### config.mk
export PLATFORM = sky130hd
export DESIGN_NAME = hkadc_scheduler
export DESIGN_NICKNAME = d
export VERILOG_FILES = /design/src/hdl/hkadc_pkg.sv /design/src/hdl/hkadc_scheduler.sv
export SDC_FILE = /design/constraint.sdc
export NUM_CORES = 1
export LEC_CHECK = 0
export ABC_AREA = 0
export BUFFER_PORTS_ARGS = -buffer_cell sky130_fd_sc_hd__buf_2
export CORE_UTILIZATION = 32
export DETAILED_ROUTE_END_ITERATION = 12
export GPL_ROUTABILITY_DRIVEN = 0
export SETUP_SLACK_MARGIN = 0.2
export SLEW_MARGIN = 20
export SYNTH_ARGS = -nofsm -noshare
export SYNTH_HDL_FRONTEND = slang
export SYNTH_SLANG_ARGS = --single-unit
### constraint.sdc
create_clock -name clk -period 5.2 [get_ports clk]
set_clock_uncertainty 0.2 [all_clocks]
set_input_delay 0.78 -clock clk [delete_from_list [all_inputs] [get_ports clk]]
set_output_delay 0.78 -clock clk [all_outputs]
set_load 0.01 [all_outputs]
### src/hdl/hkadc_pkg.sv
package hkadc_pkg;

   // special function register addresses
   localparam logic [7:0] ADDR_TEMP_RESULT   = 8'hD7;
   localparam logic [7:0] ADDR_CONV_START    = 8'hD8;
   localparam logic [7:0] ADDR_BATT_RESULT   = 8'hDF;
   localparam logic [7:0] ADDR_SUPPLY_RESULT = 8'hEF;
   localparam logic [7:0] ADDR_DELTA_CFG     = 8'hF3;
   localparam logic [7:0] ADDR_INTERVAL_CFG  = 8'hF9;
   localparam logic [7:0] ADDR_BATT_THRESH   = 8'hFA;

   // field positions
   localparam int SUPPLY_INTERVAL_LSB = 4;
   localparam int BATTERY_INTERVAL_LSB = 2;
   localparam int THERMAL_INTERVAL_LSB = 0;
   localparam int THERMAL_DELTA_LSB   = 3;
   localparam int SUPPLY_DELTA_LSB    = 0;
   localparam int BATTERY_START_BIT   = 0;
   localparam int THERMAL_START_BIT   = 1;
   localparam int SUPPLY_START_BIT    = 2;

   // reset values
   localparam logic [7:0] RESET_BYTE = 8'h00;
   localparam logic [5:0] START_WRITE_MASK = 6'h07;

   // delta code that interrupts on every conversion
   localparam logic [2:0] DELTA_EVERY = 3'h7;
   localparam logic [2:0] DELTA_NONE  = 3'h0;

   // interval lengths in minutes for codes 01,10,11
   localparam int SUPPLY_MIN_01  = 8;
   localparam int SUPPLY_MIN_10  = 2;
   localparam int BATTERY_MIN_01 = 16;
   localparam int BATTERY_MIN_10 = 4;
   localparam int THERMAL_MIN_01 = 8;
   localparam int THERMAL_MIN_10 = 2;
   localparam int ANY_MIN_11     = 1;
   localparam int MINUTE_CNT_W   = 5;

   // timebase: clock rate and one minute in ticks of the low-rate timebase
   localparam int CLK_HZ         = 20_000_000;
   localparam int MINUTE_SECONDS = 60;
   localparam int TICK_HZ        = 1;
   localparam int TICKS_PER_MIN  = MINUTE_SECONDS * TICK_HZ;

   // channel indices
   localparam int CH_BATT   = 0;
   localparam int CH_TEMP   = 1;
   localparam int CH_SUPPLY = 2;
   localparam int N_CH      = 3;

endpackage

### src/hdl/hkadc_scheduler.sv
`timescale 1ns/1ns
module hkadc_scheduler
#(
   parameter int TICKS_PER_MIN = hkadc_pkg::TICKS_PER_MIN
)
(
   input  wire logic       clk,
   input  wire logic       sys_rst,
   input  wire logic       tick_en,
   input  wire logic       battery_power_mode,
   input  wire logic       sleep_power_mode,
   input  wire logic       sfr_wr,
   input  wire logic       sfr_rd,
   input  wire logic [7:0] sfr_addr,
   input  wire logic [7:0] sfr_wdata,
   output logic      [7:0] sfr_rdata,
   output logic      [2:0] conv_req,
   input  wire logic [2:0] conv_ack,
   input  wire logic [2:0] conv_done,
   input  wire logic [7:0] conv_value,
   output logic            adc_irq
);

   ////////////////////////////////////////////////////////////////////////////
   typedef struct packed {
      logic [7:0]       temp_result;
      logic [7:0]       batt_result;
      logic [7:0]       supply_result;
      logic [5:0]       delta_cfg;
      logic [7:0]       interval_cfg;
      logic [7:0]       batt_thresh;
      logic [2:0]       start;
      logic [2:0]       bg_pending;
      logic [2:0]       single_inflight;
      logic [5:0]       sec_cnt;
      logic [2:0][4:0]  min_cnt;
      logic [7:0]       rdata;
      logic             irq;
   } hkadc_state_t;

   hkadc_state_t st_reg;
   hkadc_state_t st_next;

   logic [2:0][1:0] sel;
   logic [2:0][4:0] period;
   logic [2:0]      due;
   logic [7:0]      last_val [3];
   logic [2:0]      fire;
   logic [2:0]      delta_sel [3];
   logic            minute_tick;
   logic            wr_interval;

   assign last_val[hkadc_pkg::CH_BATT]   = st_reg.batt_result;
   assign last_val[hkadc_pkg::CH_TEMP]   = st_reg.temp_result;
   assign last_val[hkadc_pkg::CH_SUPPLY] = st_reg.supply_result;
   // battery has no delta field; its background results report only through its threshold
   assign delta_sel[hkadc_pkg::CH_BATT]   = hkadc_pkg::DELTA_NONE;
   assign delta_sel[hkadc_pkg::CH_TEMP]   = st_reg.delta_cfg[5:3];
   assign delta_sel[hkadc_pkg::CH_SUPPLY] = st_reg.delta_cfg[2:0];

   assign sel[hkadc_pkg::CH_SUPPLY] = st_reg.interval_cfg[5:4];
   assign sel[hkadc_pkg::CH_BATT]   = st_reg.interval_cfg[3:2];
   assign sel[hkadc_pkg::CH_TEMP]   = st_reg.interval_cfg[1:0];

   // the power mode levels are not used: the scheduler and its interrupt
   // keep running in battery and sleep modes alike
   assign minute_tick = tick_en && (32'(st_reg.sec_cnt) == TICKS_PER_MIN - 1);
   assign wr_interval = sfr_wr && (sfr_addr == hkadc_pkg::ADDR_INTERVAL_CFG);

   ////////////////////////////////////////////////////////////////////////////
   // per-channel interval length and decision logic
   genvar g;
   generate
      for (g = 0; g < hkadc_pkg::N_CH; g++)
      begin : g_ch
         logic [8:0] diff;
         logic       beyond;
         logic       below;
         // each channel reads its own interval table
         if (g == hkadc_pkg::CH_BATT)
         begin : g_batt_len
            always_comb
            begin
               case (sel[g])
                  2'b01:   period[g] = 5'(hkadc_pkg::BATTERY_MIN_01);
                  2'b10:   period[g] = 5'(hkadc_pkg::BATTERY_MIN_10);
                  2'b11:   period[g] = 5'(hkadc_pkg::ANY_MIN_11);
                  default: period[g] = 5'h00;
               endcase
            end
         end
         else if (g == hkadc_pkg::CH_TEMP)
         begin : g_temp_len
            always_comb
            begin
               case (sel[g])
                  2'b01:   period[g] = 5'(hkadc_pkg::THERMAL_MIN_01);
                  2'b10:   period[g] = 5'(hkadc_pkg::THERMAL_MIN_10);
                  2'b11:   period[g] = 5'(hkadc_pkg::ANY_MIN_11);
                  default: period[g] = 5'h00;
               endcase
            end
         end
         else
         begin : g_supply_len
            always_comb
            begin
               case (sel[g])
                  2'b01:   period[g] = 5'(hkadc_pkg::SUPPLY_MIN_01);
                  2'b10:   period[g] = 5'(hkadc_pkg::SUPPLY_MIN_10);
                  2'b11:   period[g] = 5'(hkadc_pkg::ANY_MIN_11);
                  default: period[g] = 5'h00;
               endcase
            end
         end
         // a slot falls due on the minute tick that completes the interval
         assign due[g] = minute_tick && (sel[g] != 2'b00)
                         && (st_reg.min_cnt[g] == period[g] - 5'h01);
         // nine bits keep the distance unsigned with room for the compare
         assign diff = (conv_value >= last_val[g])
                       ? {1'b0, conv_value - last_val[g]}
                       : {1'b0, last_val[g] - conv_value};
         assign beyond = (delta_sel[g] == hkadc_pkg::DELTA_EVERY)
                         || ((delta_sel[g] != hkadc_pkg::DELTA_NONE)
                             && (diff > {6'h00, delta_sel[g]}));
         assign below = (g == hkadc_pkg::CH_BATT) && (conv_value < st_reg.batt_thresh);
         // single requests always report; background ones only on a change beyond the delta, on delta code 7, or on low battery
         assign fire[g] = conv_done[g] && (st_reg.single_inflight[g] || beyond || below);
      end
   endgenerate

   ////////////////////////////////////////////////////////////////////////////
   always_comb
   begin
      st_next = st_reg;
      st_next.irq = 1'b0;

      // a rewrite of the interval register restarts the sub-minute count as well,
      // so the first background slot comes one full interval after the write
      if (wr_interval)
      begin
         st_next.sec_cnt = 6'h00;
      end
      else if (tick_en)
      begin
         st_next.sec_cnt = minute_tick ? 6'h00 : st_reg.sec_cnt + 6'h01;
      end

      // converter handshake first, so a slot falling due on the ack edge survives
      for (int i = 0; i < hkadc_pkg::N_CH; i++)
      begin
         if (conv_ack[i])
         begin
            st_next.start[i] = 1'b0;
            st_next.single_inflight[i] = st_reg.start[i];
            st_next.bg_pending[i] = 1'b0;
         end
         if (conv_done[i])
         begin
            st_next.single_inflight[i] = 1'b0;
         end
      end

      // background slots, counted in whole minutes
      for (int i = 0; i < hkadc_pkg::N_CH; i++)
      begin
         if (wr_interval || sel[i] == 2'b00)
         begin
            st_next.min_cnt[i] = 5'h00;
         end
         else if (due[i])
         begin
            st_next.min_cnt[i] = 5'h00;
            st_next.bg_pending[i] = 1'b1;
         end
         else if (minute_tick)
         begin
            st_next.min_cnt[i] = st_reg.min_cnt[i] + 5'h01;
         end
      end

      // reserved bits of the start and delta registers are dropped on write
      if (sfr_wr)
      begin
         if (sfr_addr == hkadc_pkg::ADDR_TEMP_RESULT)
         begin
            st_next.temp_result = sfr_wdata;
         end
         else if (sfr_addr == hkadc_pkg::ADDR_CONV_START)
         begin
            // the ack clear above is overridden only by a fresh set
            st_next.start = st_next.start | sfr_wdata[2:0];
         end
         else if (sfr_addr == hkadc_pkg::ADDR_BATT_RESULT)
         begin
            st_next.batt_result = sfr_wdata;
         end
         else if (sfr_addr == hkadc_pkg::ADDR_SUPPLY_RESULT)
         begin
            st_next.supply_result = sfr_wdata;
         end
         else if (sfr_addr == hkadc_pkg::ADDR_DELTA_CFG)
         begin
            st_next.delta_cfg = sfr_wdata[5:0];
         end
         else if (sfr_addr == hkadc_pkg::ADDR_INTERVAL_CFG)
         begin
            st_next.interval_cfg = sfr_wdata;
         end
         else if (sfr_addr == hkadc_pkg::ADDR_BATT_THRESH)
         begin
            st_next.batt_thresh = sfr_wdata;
         end
      end

      // a conversion result wins over a same-cycle software write
      if (fire[hkadc_pkg::CH_BATT])
      begin
         st_next.batt_result = conv_value;
      end
      if (fire[hkadc_pkg::CH_TEMP])
      begin
         st_next.temp_result = conv_value;
      end
      if (fire[hkadc_pkg::CH_SUPPLY])
      begin
         st_next.supply_result = conv_value;
      end
      st_next.irq = |fire;

      // read data is captured once per strobe and held, so a late look still sees it
      if (sfr_rd)
      begin
         if (sfr_addr == hkadc_pkg::ADDR_TEMP_RESULT)
         begin
            st_next.rdata = st_reg.temp_result;
         end
         else if (sfr_addr == hkadc_pkg::ADDR_CONV_START)
         begin
            st_next.rdata = {5'h00, st_reg.start};
         end
         else if (sfr_addr == hkadc_pkg::ADDR_BATT_RESULT)
         begin
            st_next.rdata = st_reg.batt_result;
         end
         else if (sfr_addr == hkadc_pkg::ADDR_SUPPLY_RESULT)
         begin
            st_next.rdata = st_reg.supply_result;
         end
         else if (sfr_addr == hkadc_pkg::ADDR_DELTA_CFG)
         begin
            st_next.rdata = {2'b00, st_reg.delta_cfg};
         end
         else if (sfr_addr == hkadc_pkg::ADDR_INTERVAL_CFG)
         begin
            st_next.rdata = st_reg.interval_cfg;
         end
         else if (sfr_addr == hkadc_pkg::ADDR_BATT_THRESH)
         begin
            st_next.rdata = st_reg.batt_thresh;
         end
         else
         begin
            // unmapped addresses read as zero
            st_next.rdata = hkadc_pkg::RESET_BYTE;
         end
      end
   end

   ////////////////////////////////////////////////////////////////////////////
   // all zero after reset, which also leaves both deltas and all intervals off
   always_ff @(posedge clk or posedge sys_rst)
   begin
      if (sys_rst)
      begin
         st_reg <= '0;
      end
      else
      begin
         st_reg <= st_next;
      end
   end

   assign sfr_rdata = st_reg.rdata;
   assign adc_irq   = st_reg.irq;
   // one ack serves a start bit and a background slot together
   assign conv_req  = st_reg.start | st_reg.bg_pending;

endmodule // hkadc_scheduler

==> qor.csv <==
metric,value,unit
antenna-diode-count,0,
final_critical_delay_including_setup_and_external_delays,4.68,ns
setup_tns,0,ns
drt.antenna.violating_nets,0,
largest_reg_flops,40,
cap_viol_max_count,0,
yosys_warnings,0,
die_height,139,um
die_area,0.0194,sq mm
route.detailed.vias_per_inst,5.22,
cts_sinks,85,
port_buffers,46,
number_of_antenna_violations_at_the_first_check_in_global_routing,0,
cts_htree_levels,3,
power_density,303,mW/mm^2
post_synth_num_cell_types,72,
max-clock-path-buffers,2,
worstRegToRegCells,20,
die_x,139,um
final_count_of_pins_violating_max_slew,0,
core_area,0.0182,sq mm
worst_r2r_startpoint,last_val[0]$_DFFE_PP0P_,
timing.hold.worst_endpoint,st_reg[53]$_DFFE_PP0P_,
synth_top_flop_cell,dfrtp_1,
outcome,finished clean,
critical_path_peak_fanout,3,
period_share,90.0,%
max-slew-margin-rel,40.8,%
holdCritStartpoint,st_reg[53]$_DFFE_PP0P_,
io_pins,49,
synth_area,0.00603,sq mm
cts.clk_slew.worst_paths,0.06,ns
area_growth_syn_to_layout,16.8,%
postSynthRegisterBits,85,
critPathRequiredTime,5.25,ns
worst_hold_path.num_cells,2,
timing.setup.critical_path_class,primary input to register,
nNetsFinal,810,
kind_of_launch_point_of_the_worst_setup_path,primary input,
number_of_enable_type_register_cells_in_the_synthesized_netlist,0,
timing.critical_path.to_type,register,
synth_seq_area_share,35.3,%
grt_usage,18.0,%
grt_remaining_overflow,0,
final_non_filler_cell_total,953,
initial_utilization,33.1,%
netlist_instances,651,
grt_pass1_wl,27.4,mm
worst_path_arrival,4.74,ns
wire_per_inst,17.5,um
reg2reg_capture_point,last_val[5]$_DFFE_PP0P_,
leak_pwr,3.42,nW
postCtsHoldBufs,0,
cts_buffers,9,
placedInstanceArea,0.00674,sq mm
vias_in_the_first_global_route,4985,
synth_fp_nets,741,
drive_above_1_share,18.8,%
finish.instance_area,0.00704,sq mm
ir_worst_vdd,148,uV
report.final.hold_viol_count,0,
largest_net_degree_at_the_start_of_global_routing,52,
detailedRoute.firstIterationViolations,355,
detailedPlacementHpwl,13.2,mm
rows,49,
final_wirelength,16.7,mm
drt_pass1_iterations,5,
insertion_delay,0.34,ns
timing_worst_slew_pin_value,0.888,ns
dp.cells,938,
final-setup-viol-count,0,
fmaxAchievable,0.214,GHz
root_buffer,clkbuf_16,
regToRegSetupSlack,0.66,ns
grt_setup_unrepaired,false,
detailroute.via_count,4979,
post_synth.cell_area_avg,9.27,sq um
post-route-util,38.7,%
cts_tree,done,
postSynth.asyncResetShare,100,%
hold_path_class,register to register,
post-route-drc-count,0,
stage by stage:
| stage | setup WS, ns | hold slack (ns) | power [mW] |
|---|---|---|---|
| after global routing | 0.194 | 0.303 | 2.26 |
| after floorplan | 0.201 | 0.245 | 1.29 |
| after detailed placement | -0.153 | 0.266 | 1.51 |
| after CTS | 0.233 | 0.286 | 2.13 |
| after global placement | -0.0453 | 0.270 | 1.50 |
| final | 0.518 | 0.287 | 2.13 |
where the power goes:
group	switching (mW)	leakage, nW	internal [mW]	total, mW
clock network	0.258	0.132	0.369	0.627
logic	0.377	2.23	0.327	0.704
registers	0.0761	1.06	0.726	0.802
total	0.712	3.42	1.42	2.13
cell usage in the layout, fill, tap and decap left out, types with 5 or more instances in the layout:
cell	instances
mux2i_1	50
o21ai_0	29
mux2_2	12
inv_1	50
a22oi_1	11
buf_2	46
a21o_1	9
o22ai_1	6
a21oi_1	28
xor2_1	12
nand2b_1	10
nor2_1	49
clkbuf_16	9
nand2_1	73
nand4_1	12
or3_1	5
xnor2_1	11
nand3_1	12
nor3_1	7
buf_4	34
a31oi_1	15
nor2b_1	5
nor4_1	6
ha_1	46
dfrtp_1	85
synthesized netlist by cell type (3+ instances only):
cell type	number	share of area (%)
o21ai_0	30	2.5
buf_4	8	1.0
nand4_1	12	1.2
clkbuf_1	9	0.56
dfrtp_1	85	35
nor3b_1	4	0.50
fa_1	4	1.3
a31oi_1	15	1.6
nor2_1	50	3.1
nand2b_1	10	1.0
buf_2	5	0.41
and3_1	3	0.31
nand2_1	73	4.5
inv_1	52	3.2
and2_1	3	0.31
nor4_1	6	0.62
a21oi_1	29	2.4
ha_1	49	10
a21o_1	9	1.1
o311ai_0	3	0.44
nor2b_1	5	0.52
xor2_1	12	1.7
nand3_1	13	1.1
nor3_1	7	0.58
o22ai_1	6	0.62
or3_1	5	0.52
xnor2_1	11	1.6
mux2_4	3	0.75
a22oi_1	11	1.4
mux2i_1	50	8.3
mux2_2	13	2.4
o221ai_1	4	0.58
o21a_1	4	0.50
worst max-delay path by stage:
stage	start	to	slack (ns)	cells after the start
floorplan	conv_value[0]	last_val[7]$_DFFE_PP0P_	0.20	19
global placement	conv_value[0]	last_val[3]$_DFFE_PP0P_	-0.05	22
detailed placement	conv_value[0]	last_val[0]$_DFFE_PP0P_	-0.15	22
CTS	conv_value[0]	last_val[0]$_DFFE_PP0P_	0.23	22
global route	conv_value[0]	last_val[5]$_DFFE_PP0P_	0.19	22
finish	conv_value[0]	last_val[5]$_DFFE_PP0P_	0.52	22
what timing repair did:
action / 4_1_cts / 5_1_grt
setup buffers: 0 / 0
setup endpoints to repair: 1 / 9
pin swaps: 1 / 4
resized for setup: 0 / 6
area by class of cell:
| type | count | area, sq um |
|---|---|---|
| sequential | 85 | 2130 |
| clock buffer | 11 | 233 |
| multi-input combinational | 490 | 3640 |
| inverter | 52 | 199 |
| fill | 1839 | 11200 |
| clock inverter | 4 | 50.0 |
| tap | 229 | 287 |
| timing repair buffer | 82 | 508 |
critical path, stage by stage:
cell and delay [ns]:
buf_2 0.12, inv_4 0.05, ha_2 0.16, inv_1 0.06, fa_2 0.40, nand3_2 0.08, a31oi_1 0.09, a2111oi_2 0.26
nor2_2 0.12, mux2_4 0.33, ha_4 0.21, nor2b_1 0.12, o21ai_1 0.12, a32oi_1 0.11, a2111oi_2 0.23, o211ai_1 0.15
o41ai_2 0.35, buf_4 0.18, a21oi_2 0.04, o311ai_4 0.40, buf_6 0.17, mux2i_1 0.20
cells by family (layout without fill, tap and decap cells):
kind of cell / Yosys count / after routing / synth area share (%)
mux: 66 / 66 / 11.5
simple gates: 202 / 202 / 16.1
flops: 85 / 85 / 35.3
buf+inv: 76 / 149 / 5.45
fa+ha+maj: 53 / 53 / 11.5
xor+xnor: 23 / 23 / 3.34
compound gates: 146 / 146 / 16.9
layer usage:
layer	up-vias	GRT usage [%]	wire length [um]
met1	2387	26.2	8390
met4	0	5.03	275
li1	2461	-	-
met5	-	0	0
met2	114	28.2	7500
met3	17	1.65	540
Power figures use the tool's default switching activity.
